--- config.mk ---
export PLATFORM = sky130hd
export DESIGN_NAME = tlic_top
export DESIGN_NICKNAME = d
export VERILOG_FILES = /design/src/rtl/tlic_edge_det.v /design/src/rtl/tlic_port_change.v /design/src/rtl/tlic_top.v
export VERILOG_INCLUDE_DIRS = /design/src /design/src/rtl
export SDC_FILE = /design/constraint.sdc
export NUM_CORES = 1
export LEC_CHECK = 0
export BUFFER_PORTS_ARGS = -buffer_cell sky130_fd_sc_hd__buf_2
export CAP_MARGIN = 20
export CORE_UTILIZATION = 60
export CTS_CLUSTER_SIZE = 20
export DETAILED_ROUTE_END_ITERATION = 8
export GPL_TIMING_DRIVEN = 0
export PLACE_DENSITY = 0.88
export SLEW_MARGIN = 20
export SYNTH_ARGS = -nofsm -noshare
export SYNTH_HDL_FRONTEND = slang
export SYNTH_HIERARCHICAL = 1
export SYNTH_SLANG_ARGS = --single-unit
export TNS_END_PERCENT = 10
--- constraint.sdc ---
create_clock -name core_clk -period 3.8 [get_ports core_clk]
set_input_delay 0 -clock core_clk [delete_from_list [all_inputs] [get_ports core_clk]]
set_output_delay 0 -clock core_clk [all_outputs]
set_load 0.01 [all_outputs]
--- src/rtl/tlic_regs.vh ---
`ifndef TLIC_REGS_VH
`define TLIC_REGS_VH
// ****************************************
// Register byte offsets on the APB bus.
// ****************************************
`define TLIC_MAIN_OFS 12'h000
`define TLIC_EDGE_OFS 12'h004
`define TLIC_XLIN_OFS 12'h008
`define TLIC_RESET_CONTROL_REGISTER_OFS 12'h00C
`define TLIC_PFLG_OFS 12'h010
`define TLIC_PENA_OFS 12'h024
`define TLIC_PPRI_OFS 12'h038
`define TLIC_PER_PIN_CHANGE_ENABLE_OFS 12'h04C
`define TLIC_PER_PIN_PULLUP_ENABLE_OFS 12'h050
`define TLIC_TRIS_OFS 12'h054
`define TLIC_PORT_OFS 12'h058
`define TLIC_STAT_OFS 12'h05C
`define TLIC_PC_OFS 12'h060
// ****************************************
// Field positions.
// ****************************************
`define TLIC_GIE_BIT 7
`define TLIC_PEIE_BIT 6
`define TLIC_T0IE_BIT 5
`define TLIC_X0IE_BIT 4
`define TLIC_PCIE_BIT 3
`define TLIC_T0IF_BIT 2
`define TLIC_X0IF_BIT 1
`define TLIC_PCIF_BIT 0
`define TLIC_PUDIS_BIT 7
`define TLIC_EDG0_BIT 6
`define TLIC_EDG1_BIT 5
`define TLIC_EDG2_BIT 4
`define TLIC_T0IP_BIT 2
`define TLIC_PCIP_BIT 0
`define TLIC_X2IP_BIT 7
`define TLIC_X1IP_BIT 6
`define TLIC_X2IE_BIT 4
`define TLIC_X1IE_BIT 3
`define TLIC_X2IF_BIT 1
`define TLIC_X1IF_BIT 0
`define TLIC_PRIORITY_MODE_SELECT_BIT 7
// ****************************************
// Reset values, masks and vectors.
// ****************************************
`define TLIC_MAIN_RST 8'h00
`define TLIC_EDGE_RST 8'hF5
`define TLIC_XLIN_RST 8'hC0
`define TLIC_EDGE_MASK 8'hF5
`define TLIC_XLIN_MASK 8'hDB
`define TLIC_VEC_HIGH 16'h0008
`define TLIC_VEC_LOW 16'h0018
`define TLIC_NPER 5
// ****************************************
// Timing: event to vector in instruction cycles.
// ****************************************
`define TLIC_LAT_MIN 3
`define TLIC_LAT_MAX 4
`define TLIC_ACCEPT_DLY 2'd2
`endif

--- src/rtl/tlic_edge_det.v ---
`timescale 1ns/1ns
// ****************************************
// Selectable edge detector for one external line.
// ****************************************
module tlic_edge_det
(
	// Clock and reset.
	input wire core_clk,
	input wire rstn,
	// Line and edge select.
	input wire line_in,
	input wire rising_sel,
	// Detected edge.
	output reg edge_pulse
);
	reg prev_reg;
	reg armed_reg;
	// The first cycle after reset only loads the line, so a pin idling high gives no false edge.
	always @(posedge core_clk or negedge rstn)
	begin
		if (!rstn)
		begin
			prev_reg <= 1'b0;
			armed_reg <= 1'b0;
			edge_pulse <= 1'b0;
		end
		else
		begin
			prev_reg <= line_in;
			armed_reg <= 1'b1;
			edge_pulse <= armed_reg & (rising_sel ? (line_in & ~prev_reg) : (~line_in & prev_reg));
		end
	end
endmodule

--- src/rtl/tlic_port_change.v ---
`timescale 1ns/1ns
// ****************************************
// Mismatch detector for the upper port B pins.
// ****************************************
module tlic_port_change
(
	// Clock and reset.
	input wire core_clk,
	input wire rstn,
	// Pins and control.
	input wire [3:0] upper_port_b_pins,
	input wire [3:0] per_pin_change_enable,
	input wire port_read,
	// Mismatch level.
	output wire mismatch
);
	// The latch only follows the pins on a port read, so a change holds the mismatch until software looks.
	reg [3:0] latch_reg;
	always @(posedge core_clk or negedge rstn)
	begin
		if (!rstn)
			latch_reg <= 4'h0;
		else if (port_read)
			latch_reg <= upper_port_b_pins;
	end
	assign mismatch = |((latch_reg ^ upper_port_b_pins) & per_pin_change_enable);
endmodule

--- src/rtl/tlic_top.v ---
// What this block does
// - Acceptance clears the enable of that level.
// - Priority mode splits globals into high, low.
// - High pre-empts low; low waits during high.
// - Push return address, load level's vector.
// - Return instruction re-enables the serviced level.
// - Pin events vector in three to four cycles; the code accepts on the second instruction boundary after the flag is seen.
// - Flags set regardless of the interrupt enable bits.
// - Bit 7 is global or high enable.
// - Bit 6 is peripheral or low enable.
// - Main control enables at bits 5,4,3.
// - Flags at bits 2,1,0, software cleared.
// - Port change mismatch keeps flag set until read.
// - Port change needs per-pin change enable.
// - Pull-up disable bit and per-pin pull-ups.
// - Edge select bits 6,5,4 rising or falling.
// - Timer and port change levels at 2, 0.
// - Third register holds line one, two fields.
// - Unimplemented bits read zero.
// - Five peripheral request flag registers.
// - Mode bit enables priority; else priorities ignored.
// - Compatibility mode always uses high vector.
// - External line zero is always high priority.
// - Vector when flag, enable, global all set.
//
// Decided for this implementation: the address map and the APB register port.
`timescale 1ns/1ns
`include "tlic_regs.vh"
module tlic_top
(
	// Clock and reset.
	input wire core_clk,
	input wire rstn,
	// APB slave.
	input wire psel,
	input wire penable,
	input wire pwrite,
	input wire [11:0] paddr,
	input wire [31:0] pwdata,
	output reg [31:0] prdata,
	output reg pready,
	output reg pslverr,
	// Event sources.
	input wire timer_zero_overflow,
	input wire ext_line_zero,
	input wire ext_line_one,
	input wire ext_line_two,
	input wire [7:0] port_b_pins,
	input wire [39:0] periph_events,
	// Core sequencer.
	input wire instr_cycle,
	input wire return_from_service_instr,
	input wire [15:0] return_addr,
	output reg vector_load,
	output reg [15:0] vector_addr,
	output reg stack_push,
	output reg [15:0] stack_data,
	// Port B pull-ups.
	output reg [7:0] pullup_on
);
	// ****************************************
	// Registers.
	// ****************************************
	reg [7:0] main_reg;
	reg [7:0] edge_reg;
	reg [7:0] xlin_reg;
	reg prio_mode_reg;
	reg [7:0] pflag_reg [0:`TLIC_NPER-1];
	reg [7:0] pena_reg [0:`TLIC_NPER-1];
	reg [7:0] ppri_reg [0:`TLIC_NPER-1];
	reg [7:0] per_pin_change_enable_reg;
	reg [7:0] per_pin_pullup_enable_reg;
	reg [7:0] tris_reg;
	reg in_high_reg;
	reg in_low_reg;
	reg [1:0] wait_reg;
	reg pend_high_reg;
	wire x0_edge;
	wire x1_edge;
	wire x2_edge;
	wire pc_mismatch;
	wire wr = psel & penable & pwrite;
	wire rd = psel & penable & ~pwrite;
	wire port_read = rd & (paddr == `TLIC_PORT_OFS);
	// Decoding used for both reads and writes: slot and in_bank; per_index is never called.
	function [3:0] per_index;
		input [11:0] a;
		begin
			per_index = 4'hF;
			if (a >= `TLIC_PFLG_OFS && a < `TLIC_PFLG_OFS + 12'h014)
				per_index = {1'b0, a[4:2]} - 4'd4;
			else if (a >= `TLIC_PENA_OFS && a < `TLIC_PENA_OFS + 12'h014)
				per_index = 4'h8 + {1'b0, slot(a, `TLIC_PENA_OFS)};
			else if (a >= `TLIC_PPRI_OFS && a < `TLIC_PPRI_OFS + 12'h014)
				per_index = 4'h0;
		end
	endfunction
	function [2:0] slot;
		input [11:0] a;
		input [11:0] base;
		reg [11:0] d;
		begin
			d = (a - base) >> 2;
			slot = d[2:0];
		end
	endfunction
	function in_bank;
		input [11:0] a;
		input [11:0] base;
		begin
			in_bank = (a >= base) && (a < base + 12'h014);
		end
	endfunction
	// ****************************************
	// Edge and port change detectors.
	// ****************************************
	tlic_edge_det u_x0 (.core_clk(core_clk), .rstn(rstn), .line_in(ext_line_zero),
		.rising_sel(edge_reg[`TLIC_EDG0_BIT]), .edge_pulse(x0_edge));
	tlic_edge_det u_x1 (.core_clk(core_clk), .rstn(rstn), .line_in(ext_line_one),
		.rising_sel(edge_reg[`TLIC_EDG1_BIT]), .edge_pulse(x1_edge));
	tlic_edge_det u_x2 (.core_clk(core_clk), .rstn(rstn), .line_in(ext_line_two),
		.rising_sel(edge_reg[`TLIC_EDG2_BIT]), .edge_pulse(x2_edge));
	tlic_port_change u_pc (.core_clk(core_clk), .rstn(rstn), .upper_port_b_pins(port_b_pins[7:4]),
		.per_pin_change_enable(per_pin_change_enable_reg[7:4]), .port_read(port_read), .mismatch(pc_mismatch));
	// ****************************************
	// Request combination.
	// ****************************************
	wire gie = main_reg[`TLIC_GIE_BIT];
	wire peie = main_reg[`TLIC_PEIE_BIT];
	wire t0_act = main_reg[`TLIC_T0IE_BIT] & main_reg[`TLIC_T0IF_BIT];
	wire x0_act = main_reg[`TLIC_X0IE_BIT] & main_reg[`TLIC_X0IF_BIT];
	wire pc_act = main_reg[`TLIC_PCIE_BIT] & main_reg[`TLIC_PCIF_BIT];
	wire x1_act = xlin_reg[`TLIC_X1IE_BIT] & xlin_reg[`TLIC_X1IF_BIT];
	wire x2_act = xlin_reg[`TLIC_X2IE_BIT] & xlin_reg[`TLIC_X2IF_BIT];
	wire [`TLIC_NPER-1:0] per_hi;
	wire [`TLIC_NPER-1:0] per_lo;
	genvar g;
	generate
		for (g = 0; g < `TLIC_NPER; g = g + 1)
		begin : g_per
			assign per_hi[g] = |(pflag_reg[g] & pena_reg[g] & ppri_reg[g]);
			assign per_lo[g] = |(pflag_reg[g] & pena_reg[g] & ~ppri_reg[g]);
		end
	endgenerate
	// Non-peripheral sources at each level; line zero is always high.
	wire core_hi = x0_act | (t0_act & edge_reg[`TLIC_T0IP_BIT]) | (pc_act & edge_reg[`TLIC_PCIP_BIT]) |
		(x1_act & xlin_reg[`TLIC_X1IP_BIT]) | (x2_act & xlin_reg[`TLIC_X2IP_BIT]);
	wire core_lo = (t0_act & ~edge_reg[`TLIC_T0IP_BIT]) | (pc_act & ~edge_reg[`TLIC_PCIP_BIT]) |
		(x1_act & ~xlin_reg[`TLIC_X1IP_BIT]) | (x2_act & ~xlin_reg[`TLIC_X2IP_BIT]);
	wire core_any = x0_act | t0_act | pc_act | x1_act | x2_act;
	wire per_any = |(per_hi | per_lo);
	// In compatibility mode priorities are ignored and everything goes high.
	wire req_hi = prio_mode_reg ? (gie & (core_hi | (|per_hi))) :
		(gie & (core_any | (peie & per_any)));
	wire req_lo = prio_mode_reg & gie & peie & (core_lo | (|per_lo));
	wire take_hi = req_hi & ~in_high_reg;
	wire take_lo = req_lo & ~in_high_reg & ~in_low_reg;
	// ****************************************
	// Vectoring sequencer.
	// ****************************************
	// Acceptance waits a fixed count on instruction boundaries so latency does not depend on instruction length.
	always @(posedge core_clk or negedge rstn)
	begin
		if (!rstn)
		begin
			wait_reg <= 2'd0;
			pend_high_reg <= 1'b0;
		end
		else if (wait_reg == 2'd0)
		begin
			if (take_hi | take_lo)
			begin
				wait_reg <= `TLIC_ACCEPT_DLY;
				pend_high_reg <= take_hi;
			end
		end
		else if (instr_cycle)
			wait_reg <= wait_reg - 2'd1;
	end
	wire accept = (wait_reg == 2'd1) & instr_cycle;
	always @(posedge core_clk or negedge rstn)
	begin
		if (!rstn)
		begin
			vector_load <= 1'b0;
			vector_addr <= 16'h0000;
			stack_push <= 1'b0;
			stack_data <= 16'h0000;
			in_high_reg <= 1'b0;
			in_low_reg <= 1'b0;
		end
		else
		begin
			vector_load <= accept;
			stack_push <= accept;
			if (accept)
			begin
				stack_data <= return_addr;
				vector_addr <= (pend_high_reg | ~prio_mode_reg) ? `TLIC_VEC_HIGH : `TLIC_VEC_LOW;
				if (pend_high_reg)
					in_high_reg <= 1'b1;
				else
					in_low_reg <= 1'b1;
			end
			else if (return_from_service_instr)
			begin
				if (in_high_reg)
					in_high_reg <= 1'b0;
				else
					in_low_reg <= 1'b0;
			end
		end
	end
	// ****************************************
	// Register writes and flag setting.
	// ****************************************
	integer i;
	always @(posedge core_clk or negedge rstn)
	begin
		if (!rstn)
		begin
			main_reg <= `TLIC_MAIN_RST;
			edge_reg <= `TLIC_EDGE_RST;
			xlin_reg <= `TLIC_XLIN_RST;
			prio_mode_reg <= 1'b0;
			per_pin_change_enable_reg <= 8'h00;
			per_pin_pullup_enable_reg <= 8'h00;
			tris_reg <= 8'hFF;
			for (i = 0; i < `TLIC_NPER; i = i + 1)
			begin
				pflag_reg[i] <= 8'h00;
				pena_reg[i] <= 8'h00;
				ppri_reg[i] <= 8'h00;
			end
		end
		else
		begin
			if (wr)
			begin
				case (paddr)
					`TLIC_MAIN_OFS: main_reg <= pwdata[7:0];
					`TLIC_EDGE_OFS: edge_reg <= pwdata[7:0] & `TLIC_EDGE_MASK;
					`TLIC_XLIN_OFS: xlin_reg <= pwdata[7:0] & `TLIC_XLIN_MASK;
					`TLIC_RESET_CONTROL_REGISTER_OFS: prio_mode_reg <= pwdata[`TLIC_PRIORITY_MODE_SELECT_BIT];
					`TLIC_PER_PIN_CHANGE_ENABLE_OFS: per_pin_change_enable_reg <= pwdata[7:0];
					`TLIC_PER_PIN_PULLUP_ENABLE_OFS: per_pin_pullup_enable_reg <= pwdata[7:0];
					`TLIC_TRIS_OFS: tris_reg <= pwdata[7:0];
					default:
					begin
						if (in_bank(paddr, `TLIC_PFLG_OFS))
							pflag_reg[slot(paddr, `TLIC_PFLG_OFS)] <= pwdata[7:0];
						if (in_bank(paddr, `TLIC_PENA_OFS))
							pena_reg[slot(paddr, `TLIC_PENA_OFS)] <= pwdata[7:0];
						if (in_bank(paddr, `TLIC_PPRI_OFS))
							ppri_reg[slot(paddr, `TLIC_PPRI_OFS)] <= pwdata[7:0];
					end
				endcase
			end
			// Enable clear on accept and set on return, then event sets: sets win over clears.
			if (accept)
			begin
				if (pend_high_reg | ~prio_mode_reg)
					main_reg[`TLIC_GIE_BIT] <= 1'b0;
				else
					main_reg[`TLIC_PEIE_BIT] <= 1'b0;
			end
			else if (return_from_service_instr)
			begin
				if (~prio_mode_reg | in_high_reg)
					main_reg[`TLIC_GIE_BIT] <= 1'b1;
				else
					main_reg[`TLIC_PEIE_BIT] <= 1'b1;
			end
			if (timer_zero_overflow)
				main_reg[`TLIC_T0IF_BIT] <= 1'b1;
			if (x0_edge)
				main_reg[`TLIC_X0IF_BIT] <= 1'b1;
			if (pc_mismatch)
				main_reg[`TLIC_PCIF_BIT] <= 1'b1;
			if (x1_edge)
				xlin_reg[`TLIC_X1IF_BIT] <= 1'b1;
			if (x2_edge)
				xlin_reg[`TLIC_X2IF_BIT] <= 1'b1;
			for (i = 0; i < `TLIC_NPER; i = i + 1)
				pflag_reg[i] <= (wr && in_bank(paddr, `TLIC_PFLG_OFS) && slot(paddr, `TLIC_PFLG_OFS) == i[2:0] ?
					pwdata[7:0] : pflag_reg[i]) | periph_events[i*8 +: 8];
		end
	end
	// ****************************************
	// Pull-ups and APB read side.
	// ****************************************
	reg [7:0] rd_byte;
	reg rd_hit;
	always @*
	begin
		rd_hit = 1'b1;
		rd_byte = 8'h00;
		case (paddr)
			`TLIC_MAIN_OFS: rd_byte = main_reg;
			`TLIC_EDGE_OFS: rd_byte = edge_reg & `TLIC_EDGE_MASK;
			`TLIC_XLIN_OFS: rd_byte = xlin_reg & `TLIC_XLIN_MASK;
			`TLIC_RESET_CONTROL_REGISTER_OFS: rd_byte = {prio_mode_reg, 7'h00};
			`TLIC_PER_PIN_CHANGE_ENABLE_OFS: rd_byte = per_pin_change_enable_reg;
			`TLIC_PER_PIN_PULLUP_ENABLE_OFS: rd_byte = per_pin_pullup_enable_reg;
			`TLIC_TRIS_OFS: rd_byte = tris_reg;
			`TLIC_PORT_OFS: rd_byte = port_b_pins;
			`TLIC_STAT_OFS: rd_byte = {4'h0, pend_high_reg, |wait_reg, in_low_reg, in_high_reg};
			`TLIC_PC_OFS: rd_byte = {7'h00, pc_mismatch};
			default:
			begin
				if (in_bank(paddr, `TLIC_PFLG_OFS))
					rd_byte = pflag_reg[slot(paddr, `TLIC_PFLG_OFS)];
				else if (in_bank(paddr, `TLIC_PENA_OFS))
					rd_byte = pena_reg[slot(paddr, `TLIC_PENA_OFS)];
				else if (in_bank(paddr, `TLIC_PPRI_OFS))
					rd_byte = ppri_reg[slot(paddr, `TLIC_PPRI_OFS)];
				else
					rd_hit = 1'b0;
			end
		endcase
	end
	always @(posedge core_clk or negedge rstn)
	begin
		if (!rstn)
		begin
			prdata <= 32'h0000_0000;
			pready <= 1'b0;
			pslverr <= 1'b0;
			pullup_on <= 8'h00;
		end
		else
		begin
			pready <= psel & ~penable;
			pslverr <= psel & ~penable & ~rd_hit;
			if (psel & ~penable & ~pwrite)
				prdata <= {24'h00_0000, rd_byte};
			pullup_on <= edge_reg[`TLIC_PUDIS_BIT] ? 8'h00 : (per_pin_pullup_enable_reg & tris_reg);
		end
	end
endmodule

**Word-level counts from Yosys, hierarchy flattened**

Index checks and enable logic that the tools add are counted.

- Input port bits: 119
- Output and inout bits: 76
- Logic and storage cells: 305
- Register bits: 232

- Multiplexer cells: 59
- Bitwise operators: 105
- Order comparisons: 11
- Equality and inequality tests: 18
- $add $sub $neg: 4
- Reductions and logical operators: 61

Operator list:

| kind | count |
|---|---|
| $mux W8 | 19 |
| $and A8 B8 Y8 | 16 |
| $bwmux W40 | 2 |
| $pmux W8 S10 | 1 |
| $reduce_or A40 Y1 | 2 |
| $reduce_or A8 Y1 | 10 |
| $bmux W8 S3 | 3 |
| $eq A12 B7 Y1 const B | 6 |
| $demux W8 S3 | 2 |
| $not A8 Y8 | 5 |
| $or A8 B8 Y8 | 5 |
| $and A1 B1 Y1 | 39 |
| $reduce_and A2 Y1 | 15 |
| $eq A12 B4 Y1 const B | 2 |
| $ge A12 B6 Y1 const B | 2 |
| $lt A12 B6 Y1 const B | 2 |
| $mux W1 | 24 |
| $reduce_bool A2 Y1 | 12 |
| $not A1 Y1 | 17 |
| $or A1 B1 Y1 | 17 |
| $mux W2 | 7 |
| $eq A12 B3 Y1 const B | 1 |
| $ge A12 B5 Y1 const B | 1 |
| $ge A4 B4 Y1 const B | 3 |
| 26 further kinds | 45 |

**Longest topological paths before layout**

- Word-level depth: 13
- Depth in mapped cells: 11
- Gate-level depth less buffers: 9

**Modules after synthesis**

Netlist, hierarchy kept.

Modules (own cells, without submodules):

| module | area each (µm²) | instances | seq. area each (µm²) | cells each |
|---|---|---|---|---|
| tlic_top | 10,963.0 | 1 | 5,200.0 | 989 |
| tlic_edge_det | 102.6 | 3 | 75.1 | 7 |
| tlic_port_change | 198.9 | 1 | 100.1 | 15 |

**Worst setup path after synthesis**

Ideal clock, no wire load.

- Path kind: input to register
- Start: input port paddr[3]
- End: register pena_reg[0] (netlist name)
- Path buffers: 2
- Data required time: 3.675 ns
- Stages: 10
- Data arrival time: 2.130 ns
- Slack: 1.545 ns
- Library setup time: 0.125 ns
- Cells stage by stage: buf_2 -> inv_1 -> ha_1 -> or3b_1 -> a21oi_1 -> o211a_4 -> clkbuf_2 -> nand2_1 -> nor3_4 -> mux2_2

- Longest elaborated chain between the ends: 7
- Elaborated cells on any way between the ends: 21
- Those cells by class: add/sub: 1; order compare: 4; eq/ne: 6; mux: 3; bitwise: 2; reduce/logical: 5

RTL lines:

| element | line | RTL |
|---|---|---|
| from (decl) | tlic_top.v:38 | `input wire [11:0] paddr,` |
| $sub A5 B3 Y5 | tlic_top.v:103 | `d = (a - base) >> 2;` |
| $not A3 Y4 | tlic_top.v:253 | `` pena_reg[slot(paddr, `TLIC_PENA_OFS)] <= pwdata[7:0]; `` |
| $ge A4 B4 Y1 or $lt A4 B1 Y1 (tied branches) | tlic_top.v:253 |  |
| $logic_and A1 B1 Y1 | tlic_top.v:253 |  |
| $mux W8 | tlic_top.v:253 |  |
| $demux W8 S3 | tlic_top.v:253 |  |
| $bwmux W40 | tlic_top.v:253 |  |
| to (signal, indexed assignment) | tlic_top.v:253 |  |
| to (decl) | tlic_top.v:69 | `` reg [7:0] pena_reg [0:`TLIC_NPER-1]; `` |

Parallel ways exist; a longest one is shown, timed or not.
A chain may end at the register's enable or synchronous reset.

**Final worst setup path**

- Start: input port paddr[3]
- End: register prdata[2]

- Longest elaborated chain between the ends: 9
- Elaborated cells on any way between the ends: 38
- Those cells by class: add/sub: 3; order compare: 6; eq/ne: 9; mux: 13; bitwise: 3; reduce/logical: 4

RTL lines:

| element | line | RTL |
|---|---|---|
| $sub A5 B5 Y5 | tlic_top.v:103 |  |
| $not A3 Y4 | tlic_top.v:316 | `` rd_byte = ppri_reg[slot(paddr, `TLIC_PPRI_OFS)]; `` |
| $bmux W8 S3 | tlic_top.v:316 |  |
| $mux W8 (2 in a row) | tlic_top.v:316 |  |
| $mux W8 | tlic_top.v:315 | `` else if (in_bank(paddr, `TLIC_PPRI_OFS)) `` |
| $mux W8 | tlic_top.v:313 | `` else if (in_bank(paddr, `TLIC_PENA_OFS)) `` |
| $mux W8 | tlic_top.v:311 | `` if (in_bank(paddr, `TLIC_PFLG_OFS)) `` |
| $pmux W8 S10 * | tlic_top.v:298 | `case (paddr)` |
| to (signal assigned) | tlic_top.v:336 | `prdata <= {24'h00_0000, rd_byte};` |
| to (decl) | tlic_top.v:40 | `output reg [31:0] prdata,` |

Mark *: on every way between the ends. The rest lies on a longest branch, timed or not. The select of a mux whose other input is x is not followed.

==> summary.txt <==
Port Buf Inserts: 130
1st-pass router iterations: 6
ANT nets after route: 0
diode count: 0
largest family of logic cells by synthesized area: multiplexers
# Post-CTS Setup Buffers: 0
Rows: 50
initial cell density of the core: 61.3%
Post-synth EDFFs: 0
vias per cell: 6.39
xor/xnor share of the synthesized area: 0.458%
post-layout min period: 3.21 ns
Int Power: 0.00429 W
CP Capture Type: register
critical path required time: 4.25 ns
htree depth: 1
Max Cap Violations: 0
Total Routing Usage GR: 38.8%
critical path type: input pin to register
detailed placement HPWL: 25100 um
DR DRC count: 0
Layout area overhead: 24.7%
Top Ports: 195
detailed router's first-iteration violation count: 1049
Mapped Area: 11500 sq um
CTS tree: yes
share of post-route cells with drive strength above 1: 31.8%
Synth Area in Compound Gates: 9.07%
die area: 19700 sq um
clock share of power: 41.0%
clk_skew: 0.00969 ns
CP Launch Type: input pin
NetSw: 0.00151 W
Reg power frac: 44.5%
outcome: finished clean
Reg clk slew, reported paths: 0.06 ns
arrival time worst endpoint: 3.66 ns
Leakage: 6.68 nW
Synth Area per Inst: 11.2 sq um
worst vdd ir: 330 uV
final hold vios: 0
synthesis-stage register bit count: 220
initial antenna violation count: 0
hold slack final: 0.0303 ns
Setup Viol. Count Final: 0
cts bufs inserted: 24
Max clock buf depth: 3
dpl ws: 0.595 ns
WL/cell: 23.7 um
die height: 140 um
Sink Count: 220
combinational share of power: 14.5%
max_slew headroom: 27.1%
ys flop type: dfrtp_1
Root Driver: clkbuf_16
Yosys cell types: 68
Ys Warns: 6
DR vias: 9955
fin worst setup slack: 0.590 ns
die width: 140 um
unrepaired setup endpoints after global routing: false
Clk Latency, worst-skew pair: 0.51 ns
core box area: 18700 sq um
Final period util: 84.5%
Worst-Margin Slew: 1.09 ns
Hold Crit Class: input pin to register
pin count of the biggest net entering global routing: 81
simple-gate share of the synthesized area: 17.5%
sequential share of the synthesized area: 48.2%
GRT overflow: 0
Total Wirelength: 36900 um
vias in the first global route: 10300
Slew Viols, Final: 0
highest net fanout along the worst path: 10
layout net count: 1437
FMAX: 0.312 GHz
pwr/cell area: 406 nW/um^2
Total Power: 0.00580 W
first-pass GRT wire length: 57600 um
switching part of the total: 26.0%
Post-synth ARST share: 100%
Placer Congestion: 1.02
post-synthesis mux area share: 18.1%
Synth Instances: 1025
Post-Synth Adder-Cell Area: 1.20%
power groups by stage:
stage	Sequential, W	Combinational [W]	Clock, W
6_report	0.00258	0.000839	0.00238
5_1_grt	0.00260	0.000903	0.00248
4_1_cts	0.00257	0.000812	0.00237
3_5_place_dp	0.00261	0.000738	0
3_3_place_gp	0.00260	0.000708	0
2_1_floorplan	0.00265	0.000362	0
cell usage after synthesis, drive strengths merged, types with 15 or more instances:
library cell | instances | area share, %
mux4 | 16 | 3.1
mux2 | 140 | 14
nand2 | 145 | 5.0
nor2 | 36 | 1.2
nor3 | 18 | 1.2
o21ai | 18 | 0.79
dfrtp | 204 | 45
buf | 63 | 3.8
a22oi | 15 | 0.98
clkbuf | 26 | 0.86
dfstp | 16 | 3.7
nand3b | 60 | 3.9
nand3 | 49 | 2.2
inv | 20 | 0.65
per-stage QoR:
stage	cell area, sq um	setup TNS, ns	std cells	util [%]
after floorplan	11600	0	1062	-
after global placement	12600	-174.68	1426	67.1
after detailed placement	12600	0	1428	67.5
after CTS	14300	0	1559	76.5
after global routing	14300	0	1559	76.5
final	14300	0	1559	76.5
routing by layer:
metal | vias to the layer above | track usage [%] | part of all wire (%)
met5 | - | 0 | 0
met4 | 0 | 19.3 | 5.0
li1 | 4251 | - | -
met1 | 4830 | 47.0 | 35
met3 | 153 | 5.95 | 9.6
met2 | 721 | 67.6 | 50
worst paths after layout:
check | start | end | slack [ns] | cells after the start
min reg2reg | u_x1/edge_pulse | xlin_reg[0] | 0.44 | 1
min | pwdata[3] | pflag_reg[35] | 0.03 | 3
max in group asynchronous | rstn | tris_reg[1] | 2.92 | 3
max | paddr[3] | prdata[2] | 0.59 | 13
min in group asynchronous | rstn | pready | 0.07 | 2
max reg2reg | pflag_reg[36] | wait_reg[0] | 1.26 | 7
worst max-delay path, cell delays in order:
cell           delay [ns]
buf_2                0.14
buf_2                0.37
inv_1                0.19
ha_1                 0.28
xnor2_1              0.86
buf_4                0.36
nand2_1              0.08
a311oi_1             0.27
o21ai_0              0.11
o211ai_1             0.12
nand2_1              0.14
a31oi_1              0.18
dlygate4sd3_1        0.56
layout make-up:
cell class / instances / area, sq um
repair buffers: 219 / 1590
clock inverters: 6 / 58.8
flip-flops and latches: 220 / 5530
well taps: 234 / 293
clock buffers: 38 / 754
fillers: 1159 / 4400
multi-input cells: 731 / 5470
inverters: 22 / 82.6
plain buffers: 89 / 533
cells in the final DEF (no fill, tap or decap), drive strengths merged, types with 11 or more instances in the layout:
cell type    netlist  routed
dfrtp            204     204
buf               63     195
nand2            145     145
mux2             140     140
dlygate4sd3        0      87
clkbuf            26      64
nand3b            60      60
nand3             49      49
conb               4      41
nor2              36      36
inv               20      20
o21ai             18      18
nor3              18      18
mux4              16      16
dfstp             16      16
a22oi             15      15
nand4             13      13
a211o             13      13
a21oi             13      13
a221o             13      13
and2              11      11
mux2i             11      11
o2111ai           11      11
ha                11      11
repair_timing:
item | 4_1_cts | 5_1_grt
hold buffers | 87 | 0
gates resized for setup | 0 | 0
endpoints found under the hold margin | 217 | 0
kinds of logic (layout without fill, tap and decap cells):
family	after synthesis	in the layout
xor+xnor	6	6
mux	167	167
simple gates	372	372
fa+ha+maj	11	11
compound gates	134	134
other cells	4	41
buf+inv	111	374
flops	220	220
(Power assumes the default switching activity.)
